$ cat src/hdl/sol_regs.svh
`ifndef SOL_REGS_SVH
`define SOL_REGS_SVH
// register byte offsets
`define SOL_OFF_STRAPS 8'h00
`define SOL_OFF_CTRL 8'h04
`define SOL_OFF_ADV 8'h08
`define SOL_OFF_MODE 8'h0C
`define SOL_OFF_PINCTL 8'h10
// straps word field positions
`define SOL_ST_ADDR_LSB 0
`define SOL_ST_BCAST_BIT 5
`define SOL_ST_MODE_LSB 8
`define SOL_ST_ISO_BIT 12
`define SOL_ST_SPEED_BIT 13
`define SOL_ST_DUPLEX_BIT 14
`define SOL_ST_ANEG_BIT 15
`define SOL_ST_NAND_BIT 16
`define SOL_ST_LOCKED_BIT 31
// control register bit positions
`define SOL_CTRL_DUPLEX_BIT 8
`define SOL_CTRL_ISO_BIT 10
`define SOL_CTRL_ANEG_BIT 12
`define SOL_CTRL_SPEED_BIT 13
// advertisement speed capability bits
`define SOL_ADV_100_LSB 7
`define SOL_ADV_10_LSB 5
// mode register: bit 9 makes address zero unique
`define SOL_MODE_UNIQUE_BIT 9
// strap code values
`define SOL_MODE_RMII 3'h1
`define SOL_MODE_B2B 3'h5
`define SOL_ADDR_HIGH 2'h0
// pin count of the strap group
`define SOL_PIN_COUNT 13
`endif

$ cat src/hdl/sol_pkg.sv
package sol_pkg;
   typedef enum logic [1:0] {
      SOL_ST_RESET = 2'h0,
      SOL_ST_CAPTURE = 2'h1,
      SOL_ST_RUN = 2'h3
   } sol_phase_type;
   typedef enum logic [1:0] {
      SOL_MD_RMII = 2'h0,
      SOL_MD_B2B = 2'h1,
      SOL_MD_RSVD = 2'h2
   } sol_mode_type;
endpackage : sol_pkg

$ cat src/hdl/sol_pin_cell.sv
module sol_pin_cell (
   // clock and reset
   input wire logic aclk,
   input wire logic aresetn,
   // direction and function value
   input wire logic drive_en,
   input wire logic func_val,
   // pad side
   output logic pad_o,
   output logic pad_oe
);
   typedef struct packed {
      logic o;
      logic oe;
   } sol_cell_type;
   sol_cell_type st_reg;
   sol_cell_type st_next;

   always_comb begin
      st_next.o = func_val;
      st_next.oe = drive_en;
   end

   always_ff @(posedge aclk) begin
      if (!aresetn) begin
         st_reg <= '0;
      end else begin
         st_reg <= st_next;
      end
   end

   assign pad_o = st_reg.o;
   assign pad_oe = st_reg.oe;
endmodule : sol_pin_cell

$ cat src/hdl/sol_strap_latch.sv
// Notes on behaviour
// capture all straps at reset release, hold
// straps are inputs in reset, outputs after
// address low bits from straps, default one
// upper two address bits always zero
// address zero broadcast unless bit nine set
// broadcast-disable strap high makes zero unique
// mode 001 RMII, 101 back-to-back, else reserved
// isolate strap loads control bit ten
// speed strap loads bit 13 and advertisement
// duplex strap loads control bit eight
// autoneg strap loads control bit twelve
// low NAND-tree strap enables test mode
// outside logic leaves strap pins undriven in reset
`include "sol_regs.svh"
module sol_strap_latch
   import sol_pkg::*;
(
   // clock and reset
   input wire logic aclk,
   input wire logic aresetn,
   // strap pad inputs, sampled on the second clock after reset release
   input wire logic [2:0] mgmt_addr_strap,
   input wire logic bcast_disable_strap,
   input wire logic [2:0] mode_strap,
   input wire logic iso_strap,
   input wire logic speed_strap,
   input wire logic duplex_strap,
   input wire logic autoneg_enable_strap,
   input wire logic nand_tree_strap_n,
   // normal function values for the shared pins
   input wire logic [12:0] pin_func_val,
   // pad outputs of the shared pins
   output logic [12:0] pin_o,
   output logic [12:0] pin_oe,
   // decoded configuration
   output logic [4:0] mgmt_addr,
   output logic addr0_broadcast,
   output logic [1:0] op_mode,
   output logic nand_tree_en,
   output logic strap_locked,
   // axi4-lite write address
   input wire logic [7:0] s_axi_awaddr,
   input wire logic s_axi_awvalid,
   output logic s_axi_awready,
   // axi4-lite write data
   input wire logic [31:0] s_axi_wdata,
   input wire logic [3:0] s_axi_wstrb,
   input wire logic s_axi_wvalid,
   output logic s_axi_wready,
   // axi4-lite write response
   output logic [1:0] s_axi_bresp,
   output logic s_axi_bvalid,
   input wire logic s_axi_bready,
   // axi4-lite read address
   input wire logic [7:0] s_axi_araddr,
   input wire logic s_axi_arvalid,
   output logic s_axi_arready,
   // axi4-lite read data
   output logic [31:0] s_axi_rdata,
   output logic [1:0] s_axi_rresp,
   output logic s_axi_rvalid,
   input wire logic s_axi_rready
);
   import sol_pkg::*;

   // register indices, so the bus decode compares words of one width
   localparam logic [5:0] idx_straps = 6'(`SOL_OFF_STRAPS >> 2);
   localparam logic [5:0] idx_ctrl = 6'(`SOL_OFF_CTRL >> 2);
   localparam logic [5:0] idx_adv = 6'(`SOL_OFF_ADV >> 2);
   localparam logic [5:0] idx_mode = 6'(`SOL_OFF_MODE >> 2);
   // bus response codes
   localparam logic [1:0] resp_okay = 2'h0;
   localparam logic [1:0] resp_slverr = 2'h2;

   ////////////////////////////////////////////////////////////////////////
   typedef struct packed {
      sol_phase_type phase;
      logic [2:0] addr_lo;
      logic bcast_off;
      logic [2:0] mode_code;
      logic nand_n;
      // strap levels as captured, never written by software
      logic iso_cap;
      logic speed_cap;
      logic duplex_cap;
      logic aneg_cap;
      logic [15:0] ctrl;
      logic [15:0] adv;
      logic [15:0] mode_reg;
      logic [4:0] addr_out;
      logic bcast_out;
      sol_mode_type mode_out;
      logic nand_out;
      logic locked;
      logic aw_have;
      logic [7:0] aw_addr;
      logic w_have;
      logic [31:0] w_data;
      logic [3:0] w_strb;
      logic bvalid;
      logic [1:0] bresp;
      logic rvalid;
      logic [31:0] rdata;
      logic [1:0] rresp;
      // registered ready flags of the three request channels
      logic aw_rdy;
      logic w_rdy;
      logic ar_rdy;
   } sol_state_type;

   sol_state_type st_reg;
   sol_state_type st_next;

   logic drive_en;

   ////////////////////////////////////////////////////////////////////////
   // the shared pins hold off their output drivers until capture is done
   assign drive_en = st_reg.locked;

   genvar gi;
   generate
      for (gi = 0; gi < `SOL_PIN_COUNT; gi++) begin : g_pin
         sol_pin_cell u_cell (
            .aclk(aclk),
            .aresetn(aresetn),
            .drive_en(drive_en),
            .func_val(pin_func_val[gi]),
            .pad_o(pin_o[gi]),
            .pad_oe(pin_oe[gi])
         );
      end
   endgenerate

   ////////////////////////////////////////////////////////////////////////
   function automatic logic [15:0] sol_merge(input logic [15:0] old, input logic [31:0] data,
                                             input logic [3:0] strb);
      logic [15:0] res;
      res = old;
      if (strb[0]) begin
         res[7:0] = data[7:0];
      end
      if (strb[1]) begin
         res[15:8] = data[15:8];
      end
      return res;
   endfunction : sol_merge

   function automatic sol_mode_type sol_decode(input logic [2:0] code);
      sol_mode_type m;
      if (code == `SOL_MODE_RMII) begin
         m = SOL_MD_RMII;
      end else if (code == `SOL_MODE_B2B) begin
         m = SOL_MD_B2B;
      end else begin
         m = SOL_MD_RSVD;
      end
      return m;
   endfunction : sol_decode

   ////////////////////////////////////////////////////////////////////////
   always_comb begin
      logic [31:0] straps;
      logic do_write;
      logic do_read;
      straps = '0;
      do_write = 1'b0;
      do_read = 1'b0;
      st_next = st_reg;

      unique case (st_reg.phase)
         SOL_ST_RESET: begin
            st_next.phase = SOL_ST_CAPTURE;
         end
         SOL_ST_CAPTURE: begin
            // second clock after release: pins still undriven, so the board levels are taken
            st_next.addr_lo = mgmt_addr_strap;
            st_next.bcast_off = bcast_disable_strap;
            st_next.mode_code = mode_strap;
            st_next.nand_n = nand_tree_strap_n;
            // private copies keep the strap word true after software retunes the control bits,
            // which are only seeded from the same levels below
            st_next.iso_cap = iso_strap;
            st_next.speed_cap = speed_strap;
            st_next.duplex_cap = duplex_strap;
            st_next.aneg_cap = autoneg_enable_strap;
            st_next.ctrl = '0;
            st_next.ctrl[`SOL_CTRL_ISO_BIT] = iso_strap;
            st_next.ctrl[`SOL_CTRL_SPEED_BIT] = speed_strap;
            st_next.ctrl[`SOL_CTRL_DUPLEX_BIT] = duplex_strap;
            st_next.ctrl[`SOL_CTRL_ANEG_BIT] = autoneg_enable_strap;
            st_next.adv = '0;
            // 100 Mbps capability only when the speed strap is high
            st_next.adv[`SOL_ADV_100_LSB +: 2] = {2{speed_strap}};
            st_next.adv[`SOL_ADV_10_LSB +: 2] = 2'h3;
            st_next.locked = 1'b1;
            st_next.phase = SOL_ST_RUN;
         end
         SOL_ST_RUN: begin
            st_next.phase = SOL_ST_RUN;
         end
         default: begin
            st_next.phase = SOL_ST_RESET;
         end
      endcase

      // decoded outputs follow captured values and the software override
      st_next.addr_out = {`SOL_ADDR_HIGH, st_reg.addr_lo};
      st_next.bcast_out = !st_reg.bcast_off && !st_reg.mode_reg[`SOL_MODE_UNIQUE_BIT];
      st_next.mode_out = sol_decode(st_reg.mode_code);
      st_next.nand_out = st_reg.locked && !st_reg.nand_n;

      // read-only word built from the captured copies only
      straps[`SOL_ST_ADDR_LSB +: 5] = {`SOL_ADDR_HIGH, st_reg.addr_lo};
      straps[`SOL_ST_BCAST_BIT] = st_reg.bcast_off;
      straps[`SOL_ST_MODE_LSB +: 3] = st_reg.mode_code;
      straps[`SOL_ST_ISO_BIT] = st_reg.iso_cap;
      straps[`SOL_ST_SPEED_BIT] = st_reg.speed_cap;
      straps[`SOL_ST_DUPLEX_BIT] = st_reg.duplex_cap;
      straps[`SOL_ST_ANEG_BIT] = st_reg.aneg_cap;
      straps[`SOL_ST_NAND_BIT] = st_reg.nand_n;
      straps[`SOL_ST_LOCKED_BIT] = st_reg.locked;

      // write channel: address and data taken in either order
      if (s_axi_awvalid && st_reg.aw_rdy) begin
         st_next.aw_have = 1'b1;
         st_next.aw_addr = s_axi_awaddr;
      end
      if (s_axi_wvalid && st_reg.w_rdy) begin
         st_next.w_have = 1'b1;
         st_next.w_data = s_axi_wdata;
         st_next.w_strb = s_axi_wstrb;
      end
      do_write = st_reg.aw_have && st_reg.w_have && !st_reg.bvalid;
      if (do_write) begin
         st_next.aw_have = 1'b0;
         st_next.w_have = 1'b0;
         st_next.bvalid = 1'b1;
         st_next.bresp = resp_okay;
         // writes before capture would be overwritten, so they are refused
         if (!st_reg.locked) begin
            st_next.bresp = resp_slverr;
         end else if (st_reg.aw_addr[7:2] == idx_ctrl) begin
            st_next.ctrl = sol_merge(st_reg.ctrl, st_reg.w_data, st_reg.w_strb);
         end else if (st_reg.aw_addr[7:2] == idx_adv) begin
            st_next.adv = sol_merge(st_reg.adv, st_reg.w_data, st_reg.w_strb);
         end else if (st_reg.aw_addr[7:2] == idx_mode) begin
            st_next.mode_reg = sol_merge(st_reg.mode_reg, st_reg.w_data, st_reg.w_strb);
         end else if (st_reg.aw_addr[7:2] != idx_straps) begin
            st_next.bresp = resp_slverr;
         end
      end else if (st_reg.bvalid && s_axi_bready) begin
         st_next.bvalid = 1'b0;
      end

      // read channel: one-cycle accept, answer the next cycle
      do_read = s_axi_arvalid && st_reg.ar_rdy;
      if (do_read) begin
         st_next.rvalid = 1'b1;
         st_next.rresp = resp_okay;
         st_next.rdata = '0;
         unique case (s_axi_araddr[7:2])
            idx_straps: st_next.rdata = straps;
            idx_ctrl: st_next.rdata = {16'h0000, st_reg.ctrl};
            idx_adv: st_next.rdata = {16'h0000, st_reg.adv};
            idx_mode: st_next.rdata = {16'h0000, st_reg.mode_reg};
            default: st_next.rresp = resp_slverr;
         endcase
      end else if (st_reg.rvalid && s_axi_rready) begin
         st_next.rvalid = 1'b0;
      end

      // readies are flops so every bus output leaves a register; they stay low through reset
      // and rise on the first clock after it, which costs no throughput with one item in flight
      st_next.aw_rdy = !st_next.aw_have && !st_next.bvalid;
      st_next.w_rdy = !st_next.w_have && !st_next.bvalid;
      st_next.ar_rdy = !st_next.rvalid;
   end

   always_ff @(posedge aclk) begin
      if (!aresetn) begin
         st_reg <= '0;
      end else begin
         st_reg <= st_next;
      end
   end

   ////////////////////////////////////////////////////////////////////////
   assign mgmt_addr = st_reg.addr_out;
   assign addr0_broadcast = st_reg.bcast_out;
   assign op_mode = st_reg.mode_out;
   assign nand_tree_en = st_reg.nand_out;
   assign strap_locked = st_reg.locked;
   // every output below is a register field
   assign s_axi_awready = st_reg.aw_rdy;
   assign s_axi_wready = st_reg.w_rdy;
   assign s_axi_bvalid = st_reg.bvalid;
   assign s_axi_bresp = st_reg.bresp;
   assign s_axi_arready = st_reg.ar_rdy;
   assign s_axi_rvalid = st_reg.rvalid;
   assign s_axi_rdata = st_reg.rdata;
   assign s_axi_rresp = st_reg.rresp;
endmodule : sol_strap_latch

$ cat config.mk
export PLATFORM = sky130hd
export DESIGN_NAME = sol_strap_latch
export DESIGN_NICKNAME = d
export VERILOG_FILES = /design/src/hdl/sol_pkg.sv /design/src/hdl/sol_pin_cell.sv /design/src/hdl/sol_strap_latch.sv
export VERILOG_INCLUDE_DIRS = /design/src /design/src/hdl
export SDC_FILE = /design/constraint.sdc
export NUM_CORES = 1
export LEC_CHECK = 0
export BUFFER_PORTS_ARGS = -buffer_cell sky130_fd_sc_hd__buf_4
export CAP_MARGIN = 20
export CELL_PAD_IN_SITES_DETAIL_PLACEMENT = 1
export CELL_PAD_IN_SITES_GLOBAL_PLACEMENT = 1
export CORE_MARGIN = 5
export CORE_UTILIZATION = 39
export CTS_CLUSTER_DIAMETER = 60
export DETAILED_ROUTE_END_ITERATION = 8
export GPL_TIMING_DRIVEN = 0
export PLACE_DENSITY_LB_ADDON = 0.1
export SYNTH_ARGS = -nofsm -noshare
export SYNTH_HDL_FRONTEND = slang
export SYNTH_HIERARCHICAL = 1
export SYNTH_SLANG_ARGS = --single-unit
$ cat constraint.sdc
create_clock -name aclk -period 3 [get_ports aclk]
set_clock_uncertainty 0.15 [all_clocks]
set_input_delay 0.15 -clock aclk [delete_from_list [all_inputs] [get_ports aclk]]
set_output_delay 0.15 -clock aclk [all_outputs]
set_load 0.05 [all_outputs]
# [Word level (Yosys, flattened, before mapping)]
# Cells that the tools add are included.
[word_totals] register_bits=173 latchBits=0 inputBits=84 n_memories=0 rom_bits=0 output_inout_bits=77 ramBits=0 word_cells=121
[classes] eq_ne=14 reduce_logical=27 mux=29 n_lt_le_gt_ge=0 bitwise=3 mul=0 add_sub_neg=0 n_shift=0 div=0
[ops] op="32-bit case mux with 4 select lines" n=1
[ops] op="48-bit two-way mux" n=2
[ops] op="16-bit two-way mux" n=4
[ops] op="32-bit two-way mux" n=2
[ops] op="37-bit two-way mux" n=1
[ops] op="8-bit two-way mux" n=4
[ops] op="6-bit by 2-bit equality test with 1-bit output (second input constant)" n=4
[ops] op="2-bit two-way mux" n=7
[ops] op="6-bit by 1-bit equality test with 1-bit output (second input constant)" n=2
[ops] op="6-bit AND reduction" n=2
[ops] op="1-bit logical AND" n=11
[ops] op="5-bit != test (second input constant)" n=2
[ops] op="9-bit two-way mux" n=1
[ops] op="1-bit zero test" n=8
[ops] op="4-bit != test (second input constant)" n=2
[ops] op="6-bit zero test" n=1
[ops] op="1-bit two-way mux" n=6
[ops] op="6-bit nonzero test" n=1
[ops] op="2-bit case mux with 2 select lines" n=1
[ops] op="2-bit OR reduction" n=2
[ops] op="4-bit OR reduction" n=1
[ops] op="3-bit by 1-bit equality test with 1-bit output (second input constant)" n=1
[ops] op="3-bit equality test (second input constant)" n=1
[ops] op="1-bit inverter" n=3
[ops] op="3 further kinds" n=3

# [Logic depth before layout (Yosys ltp)]
# Gate-level depths: netlist (run 1).
[logic_depth] ltp_word=6 ltp_mapped=6 ltp_nobuf=4

# [By module]
# The synthesis (run 1) kept the hierarchy.
[modules_own_cells] module="sol_strap_latch" seq_area_each_um2=2422.3 instances=1 area_each_um2=5275.1 cells_each=615
[modules_own_cells] module="sol_pin_cell" seq_area_each_um2=40.0 instances=13 area_each_um2=52.6 cells_each=4

# [Worst setup path before layout (run 1)]
# OpenSTA, ideal clock, no wires.
[synth_path] kind="register -> register" from="register st_reg, in the netlist strap_locked" to="register st_reg[119] (netlist bit)" period_less_slack_ns=2.466 required_ns=2.731 stages_incl_launch_ff=6 path_buffers=1 t_arrival_ns=2.197 setup_time_ns=0.119 path_slack_ns=0.534 path_cell_list="dfxtp_1 nand2b_1 or4_4 buf_6 mux2_4 o221a_1"
[synth_between] elab_chain_len=2 elab_cells_between_ends=3 classes_between="eq/ne (1); mux (2)"
[synth_lines] element="start: declaration" line="sol_strap_latch.sv:112" text="sol_state_type st_reg;"
[synth_lines] element="start signal: assignment" line="sol_strap_latch.sv:284" text="st_reg <= st_next;"
[synth_lines] element="48-bit two-way mux" line="sol_strap_latch.sv:241" text="if (!st_reg.locked) begin"
[synth_lines] element="48-bit two-way mux" line="sol_strap_latch.sv:235" text="if (do_write) begin"
# Parallel ways exist; a longest one is shown, timed or not.
# A chain may end at the register's enable or synchronous reset.

# [Worst setup path in the final report (run 1)]
[layout_path] from="input port aresetn" to="register st_reg, in the netlist s_axi_rvalid"
[layout_rtl] element="start: declaration" line="sol_strap_latch.sv:21" text="input wire logic aresetn,"
# No word-level cell between the ends.

==> results of run 1 <==
==> worst min-delay path: cells and delay by family <==
family                 cells  cell delay, ns
AOI/OAI and AO/OA          1            0.05
and+or+nand+nor            2            0.31
buffers and inverters      1            0.08
==> through the flow <==
step           power, W  cell area (um2)  hold slack [ns]
2_1_floorplan  0.002452             6022           0.1207
3_3_place_gp   0.002642             7143           0.2024
3_5_place_dp   0.002658             7143           0.2058
4_1_cts        0.004791             8339          0.04757
5_1_grt        0.004929             8344          0.08295
6_report       0.004758             8344          0.06647
==> cell families (layout without fill, tap and decap cells) <==
family | Yosys count | count (layout)
other | 1 | 18
DFF | 147 | 147
muxes | 35 | 35
AOI/OAI and AO/OA | 146 | 146
and+or+nand+nor | 248 | 248
buffers and inverters | 90 | 302
==> synthesized netlist by cell type (2+ instances only) <==
cell type | count | area (um2)
a211oi_1 | 8 | 60.06
nand2_1 | 80 | 300.3
nor3_1 | 3 | 15.01
inv_1 | 4 | 15.01
o211ai_1 | 4 | 30.03
o221a_1 | 2 | 22.52
mux2_2 | 6 | 67.56
a22oi_1 | 15 | 112.6
nor2_1 | 45 | 168.9
o21ai_0 | 28 | 140.1
or4_1 | 3 | 22.52
nand2b_1 | 5 | 31.28
a31oi_1 | 3 | 18.77
nor2b_1 | 14 | 87.58
a41o_1 | 5 | 50.05
nand4_1 | 2 | 12.51
a21oi_1 | 67 | 335.3
buf_1 | 4 | 15.01
a31o_2 | 8 | 70.07
mux2i_1 | 28 | 280.3
and2_1 | 35 | 219.0
buf_4 | 43 | 322.8
a311oi_1 | 3 | 26.28
dfxtp_1 | 147 | 2943
and3_1 | 3 | 18.77
nand3_1 | 31 | 155.2
clkbuf_1 | 37 | 138.9
nor4_1 | 2 | 12.51
nand3b_1 | 17 | 127.6
and4_1 | 2 | 17.52
==> per-layer routing <==
metal  vias up  part of all wire (%)  wire length [um]  global-route usage [%]
met4         0                   1.4               277                   6.857
met2       164                    48              9587                   37.67
met3        23                   5.1              1020                   4.796
met5         -                     0                 0                       0
met1      2652                    45              9086                   29.19
li1       2692                     -                 -                       -
==> placed cells by master (no fill, tap or decap), types with 4 or more instances in the layout <==
master,netlist,routed
buf_4,43,161
dfxtp_1,147,147
nand2_1,80,80
a21oi_1,67,67
dlygate4sd3_1,0,61
nor2_1,45,45
clkbuf_1,37,38
and2_1,35,35
nand3_1,31,31
mux2i_1,28,28
o21ai_0,28,28
conb_1,1,18
nand3b_1,17,17
clkbuf_16,0,17
a22oi_1,15,15
nor2b_1,14,14
a211oi_1,8,8
a31o_2,8,8
mux2_2,6,6
clkbuf_8,0,6
nand2b_1,5,5
a41o_1,5,5
inv_1,4,4
buf_1,4,4
o211ai_1,4,4
clkinv_2,0,4
==> area by class of cell <==
type                       instances  area (um2)
sequential                       147        2943
tap                              188       235.2
inverter                           4       15.01
buffer                            86       493.0
timing repair buffer             180        1501
fill                            1721        6745
multi-input combinational        447        2571
clock inverter                     8       73.82
clock buffer                      24       511.7
==> final timing paths <==
path / start / slack, ns / cells past startpoint / end
setup / recovery: aresetn / 0.45 / 7 / s_axi_rvalid
hold / removal: s_axi_wvalid / 0.07 / 4 / st_reg[50]
setup reg to reg: st_reg[42] / 0.57 / 6 / st_reg[108]
hold reg to reg: s_axi_rdata[31] / 0.31 / 2 / s_axi_rdata[31]
==> power by group through the flow <==
stage	logic (W)	registers [W]	clock network (W)
detailed placement	0.000542	0.00212	0
CTS	0.000607	0.00207	0.00211
global route	0.000652	0.00208	0.00219
global placement	0.000531	0.00211	0
floorplan	0.000261	0.00219	0
finish	0.000610	0.00208	0.00207
==> run_results.csv, run 1 <==
group,metric,value,unit
run_status,status,"finished clean",
floorplanning,die_w,133.6,um
worst_setup_path,start_kind,"input port",
worst_setup_path,cpPeakStageDelay,0.58,ns
synthesis,yosys_register_bits,147,
floorplanning,ios,161,
sta,rsz0062_at_grt,"no",
sta,final_hold_viol_count,0,
cts,cts.sinks,147,
placement,placed_cells,990,
power,pwr-share-comb,12.8,%
synthesis,yosys_warnings,6,
cts,htreeDepth,4,
cts,cts_tree,"yes",
synthesis,synth_simple_gate_area_share,20.87,%
worst_hold_path,min_path_type,"in2reg",
cts,ctsHoldBuffers,61,
power,p_sw,0.001232,W
synthesis,synth-compound-area-share,15.06,%
power,p_sw_share,25.89,%
floorplanning,die_h,133.6,um
synthesis,netlist_instances,667,
global_routing,grt_start_max_net_pins,32,
sta,final.setup.tns,0,ns
synthesis,synth_area,5958,um2
detailed_routing,wire_per_inst,18.42,um
sta,tightest_slew,0.8651,ns
synthesis,synth_edf_count,0,
placement,dp_hpwl,14020,um
synthesis,synth_xor_area_share,0,%
detailed_routing,via_count,5531,
detailed_routing,final_antenna_net_count,0,
final_layout,post-route-util,55.30,%
cts,post_cts_buffers,0,
global_routing,track_usage,22.50,%
run,drv_cap,0,
cts,clk_latency,0.43,ns
detailed_routing,drc,0,
power,ir_worst_vdd,416.6,uV
sta,setup_violations,0,
worst_setup_path,arrival,2.72,ns
power,leakage,3.562,nW
synthesis,synth_cell_types,43,
placement,gp_congestion,0.8659,
sta,fin_crit,2.553,ns
worst_setup_path,crit_type,"in2reg",
global_routing,grt_pass1_vias,5831,
global_routing,antenna_found_initial,0,
placement,place_ws,0.05944,ns
cts,clk_pin_slew,0.06,ns
sta,fin_ws,0.4474,ns
worst_setup_path,path_max_fanout,31,
synthesis,ys.flop_type,"dfxtp_1",
power,p_int,0.003526,W
final_layout,area_growth,40.05,%
placement,io_buffers,118,
power,clkPwrFrac,43.6,%
worst_setup_path,path_buf_inv,6,
synthesis,async_flop_share,0,%
final_layout,finalNetCount,967,
cts,cts-buffers-inserted,17,
cts,cts_resized,0,
sta,relSlewSlack,42.33,%
power,pwr-share-seq,43.6,%
final_layout,largest_reg_flops,85,
worst_setup_path,cp_top_family,"buffers and inverters",
worst_setup_path,cp-end-kind,"flip-flop",
synthesis,syn_avg_cell_area,8.933,um2
final_layout,num_antenna_cells,0,
global_routing,grt_overflow,0,
synthesis,synthAdderAreaFrac,0,%
floorplanning,start_util,39.49,%
sta,drv_slew,0,
cts,root_buffer,"clkbuf_16",
synthesis,synth_top_family_by_area,"simple AND/OR/NAND/NOR gates",
floorplanning,die_area,17850,um2
detailed_routing,wl,19970,um
detailed_routing,dr.first_iter.drc_count,298,
worst_setup_path,cp.required,3.16,ns
worst_setup_path,path_cells,"dlygate4sd3_1, buf_4, inv_1, clkbuf_1, clkbuf_1, a21oi_1, dlygate4sd3_1",
final_layout,drive_gt1_share,23.77,%
detailed_routing,vias_per_cell,5.102,
sta,period_share,85.09,%
detailed_routing,firstDrtPassIters,5,
power,p_per_area,570.2,nW/um2
cts,cts_buffer_depth,2,
worst_setup_path,crit_slowest_cell,"dlygate4sd3_1",
floorplanning,placementRows,45,
synthesis,yosysSeqAreaShare,49.39,%
final_layout,fin_cells,1084,
synthesis,muxShareOfSynthArea,6.090,%
global_routing,grt_pass1_wl,31680,um
floorplanning,core,15090,um2
sta,fmax,0.3918,GHz
Note: power is estimated with default switching activity, not from simulation.
==> run 2: changes to the inputs <==
--- a/config.mk
+++ b/config.mk
@@ -10,6 +10,7 @@
 export CAP_MARGIN = 20
 export CELL_PAD_IN_SITES_DETAIL_PLACEMENT = 1
 export CELL_PAD_IN_SITES_GLOBAL_PLACEMENT = 1
+export CORE_ASPECT_RATIO = 0.7
 export CORE_MARGIN = 5
 export CORE_UTILIZATION = 39
 export CTS_CLUSTER_DIAMETER = 60
==> run 2 against run 1 <==
  * Critical path depth fell by 1
  * Hold slack got worse by 0.016 ns
  * Clock power increased by 11%
  * Die area increased by 0.22%
  * Cell area rose by 1.9%
  * Critical path type is now reg2reg
  * Largest power group is now clock
==> run_results.csv, run 2 (same netlist as run 1, synthesis figures left out) <==
group,metric,value,unit
sta,final.setup.tns,0,ns
worst_setup_path,worstReg2RegEnd,"st_reg[126]",
detailed_routing,firstDrtPassIters,5,
power,leakage,3.633,nW
final_layout,fillers,1707,
global_routing,grt_overflow,0,
detailed_routing,wire_per_inst,19.43,um
worst_setup_path,crit_type,"reg2reg",
final_layout,seqCellArea,2943,um2
global_routing,grt_pass1_wl,32830,um
worst_hold_path,hold-path-cell-count,4,
sta,setup_violations,0,
power,p_sw,0.001289,W
worst_setup_path,cp.required,3.18,ns
worst_setup_path,path_max_fanout,19,
worst_setup_path,regToRegStartpoint,"strap_locked",
run_status,status,"finished clean",
cts,ctsHoldBuffers,71,
worst_setup_path,rr_worst_depth,6,
sta,period_share,90.10,%
global_routing,antenna_found_initial,0,
detailed_routing,drc,0,
run,drv_cap,0,
worst_setup_path,reg2reg_slack,0.30,ns
worst_setup_path,crit_slowest_cell,"dfxtp_1",
cts,cts.sinks,147,
placement,dp_hpwl,15010,um
cts,clk_latency,0.43,ns
cts,clk_pin_slew,0.06,ns
worst_setup_path,cp_top_family,"simple AND/OR/NAND/NOR gates",
detailed_routing,vias_per_cell,5.143,
worst_setup_path,arrival,2.89,ns
global_routing,track_usage,24.11,%
final_layout,largest_reg_flops,85,
power,pwr-share-seq,41.6,%
placement,io_buffers,118,
worst_hold_path,hold_path.startpoint,"s_axi_wvalid",
floorplanning,placementRows,37,
power,ir_worst_vdd,377.2,uV
placement,place_area,7157,um2
worst_hold_path,min_to,"st_reg[45]",
final_layout,finalNetCount,977,
floorplanning,ios,161,
global_routing,grt_start_max_net_pins,32,
cts,post_cts_buffers,0,
floorplanning,die_area,17890,um2
worst_setup_path,start_kind,"flip-flop",
final_layout,num_antenna_cells,0,
power,p_per_area,587.0,nW/um2
detailed_routing,wl,21390,um
sta,fmax,0.3700,GHz
final_layout,final_common_cell,"buf_4",
sta,tightest_slew,0.9641,ns
sta,final_hold_viol_count,0,
worst_setup_path,cpPeakStageDelay,0.71,ns
power,clkPwrFrac,45.8,%
cts,cts-buffers-inserted,17,
floorplanning,die_w,157.7,um
sta,fin_crit,2.703,ns
worst_setup_path,path_buf_inv,2,
final_layout,drive_gt1_share,23.62,%
final_layout,stdcell_area,8501,um2
placement,gp_congestion,0.8858,
floorplanning,start_util,40.09,%
global_routing,grt_pass1_vias,5946,
power,p_int,0.003701,W
cts,htreeDepth,4,
sta,drv_slew,0,
worst_setup_path,cp-end-kind,"flip-flop",
detailed_routing,final_antenna_net_count,0,
cts,cts_tree,"yes",
cts,root_buffer,"clkbuf_16",
cts,cts_resized,0,
power,pwr-share-comb,12.5,%
final_layout,multi_input_area,2571,um2
cts,cts_buffer_depth,2,
final_layout,area_growth,42.67,%
detailed_routing,dr.first_iter.drc_count,415,
detailed_routing,via_count,5662,
floorplanning,core,14860,um2
worst_setup_path,path_cells,"nand2b_1, nor4_1, buf_2, clkbuf_1, nand3b_1, a31oi_1",
power,p_sw_share,25.83,%
final_layout,final_cell_mix,"buf_4 (161), dfxtp_1 (147), nand2_1 (80)",
sta,hold_slack,0.05002,ns
sta,relSlewSlack,35.38,%
power,power.total,0.004990,W
worst_hold_path,min_path_type,"in2reg",
sta,rsz0062_at_grt,"no",
floorplanning,die_h,113.4,um
run 2: cell types whose count changed in the layout (fill, tap and decap cells not counted), sizes merged:
| cell | change |
|---|---|
| clkinv | -1 |
| clkbuf | -5 |
| bufinv | +3 |
| clkinvlp | +1 |
| inv | +2 |
| dlygate4sd3 | +10 |
run 2: worst max path at each step:
stage | startpoint | to | slack [ns] | cells after the start
2_1_floorplan | strap_locked | st_reg[119] | 0.53 | 5
3_5_place_dp | strap_locked | st_reg[126] | 0.38 | 6
4_1_cts | strap_locked | st_reg[126] | 0.36 | 6
5_1_grt | strap_locked | st_reg[126] | 0.09 | 6
3_3_place_gp | strap_locked | st_reg[122] | -0.007 | 5
6_report | strap_locked | st_reg[126] | 0.30 | 6
run 2: stage by stage:
step	utilization [%]	setup slack, ns	instances
floorplan	-	0.5344	684
global placement	48.13	-0.007432	997
detailed placement	48.16	0.3752	998
CTS	57.20	0.3599	1101
global route	57.20	0.08562	1101
finish	57.20	0.2971	1101
run 2: cell type report:
| type | count | share of cell area (%) |
|---|---|---|
| Sequential cell | 147 | 34.62 |
| Multi-Input combinational cell | 447 | 30.25 |
| Timing Repair Buffer | 190 | 18.84 |
| Buffer | 86 | 5.799 |
| Clock buffer | 19 | 5.328 |
| Tap cell | 195 | 2.870 |
| Clock inverter | 13 | 2.120 |
| Inverter | 4 | 0.1766 |
run 2: routing by layer:
layer  GRT usage (%)  wire [um]  up-vias
met5               0          0        -
met1           31.90       9670     2749
met4           6.533        254        0
met3           6.978       1646       17
met2           38.70       9818      196
li1                -          -     2700
run 2: power groups by stage:
| stage | registers (W) | logic [W] | clock network (W) |
|---|---|---|---|
| 2_1_floorplan | 0.00219 | 0.000261 | 0 |
| 3_3_place_gp | 0.00211 | 0.000534 | 0 |
| 3_5_place_dp | 0.00212 | 0.000545 | 0 |
| 4_1_cts | 0.00208 | 0.000619 | 0.00231 |
| 5_1_grt | 0.00209 | 0.000667 | 0.00241 |
| 6_report | 0.00208 | 0.000626 | 0.00229 |
run 2: tightest hold or removal path, cell delays in order:
cell     delay [ns]
buf_4          0.08
nand2_1        0.17
nand2_1        0.12
a21oi_1        0.05
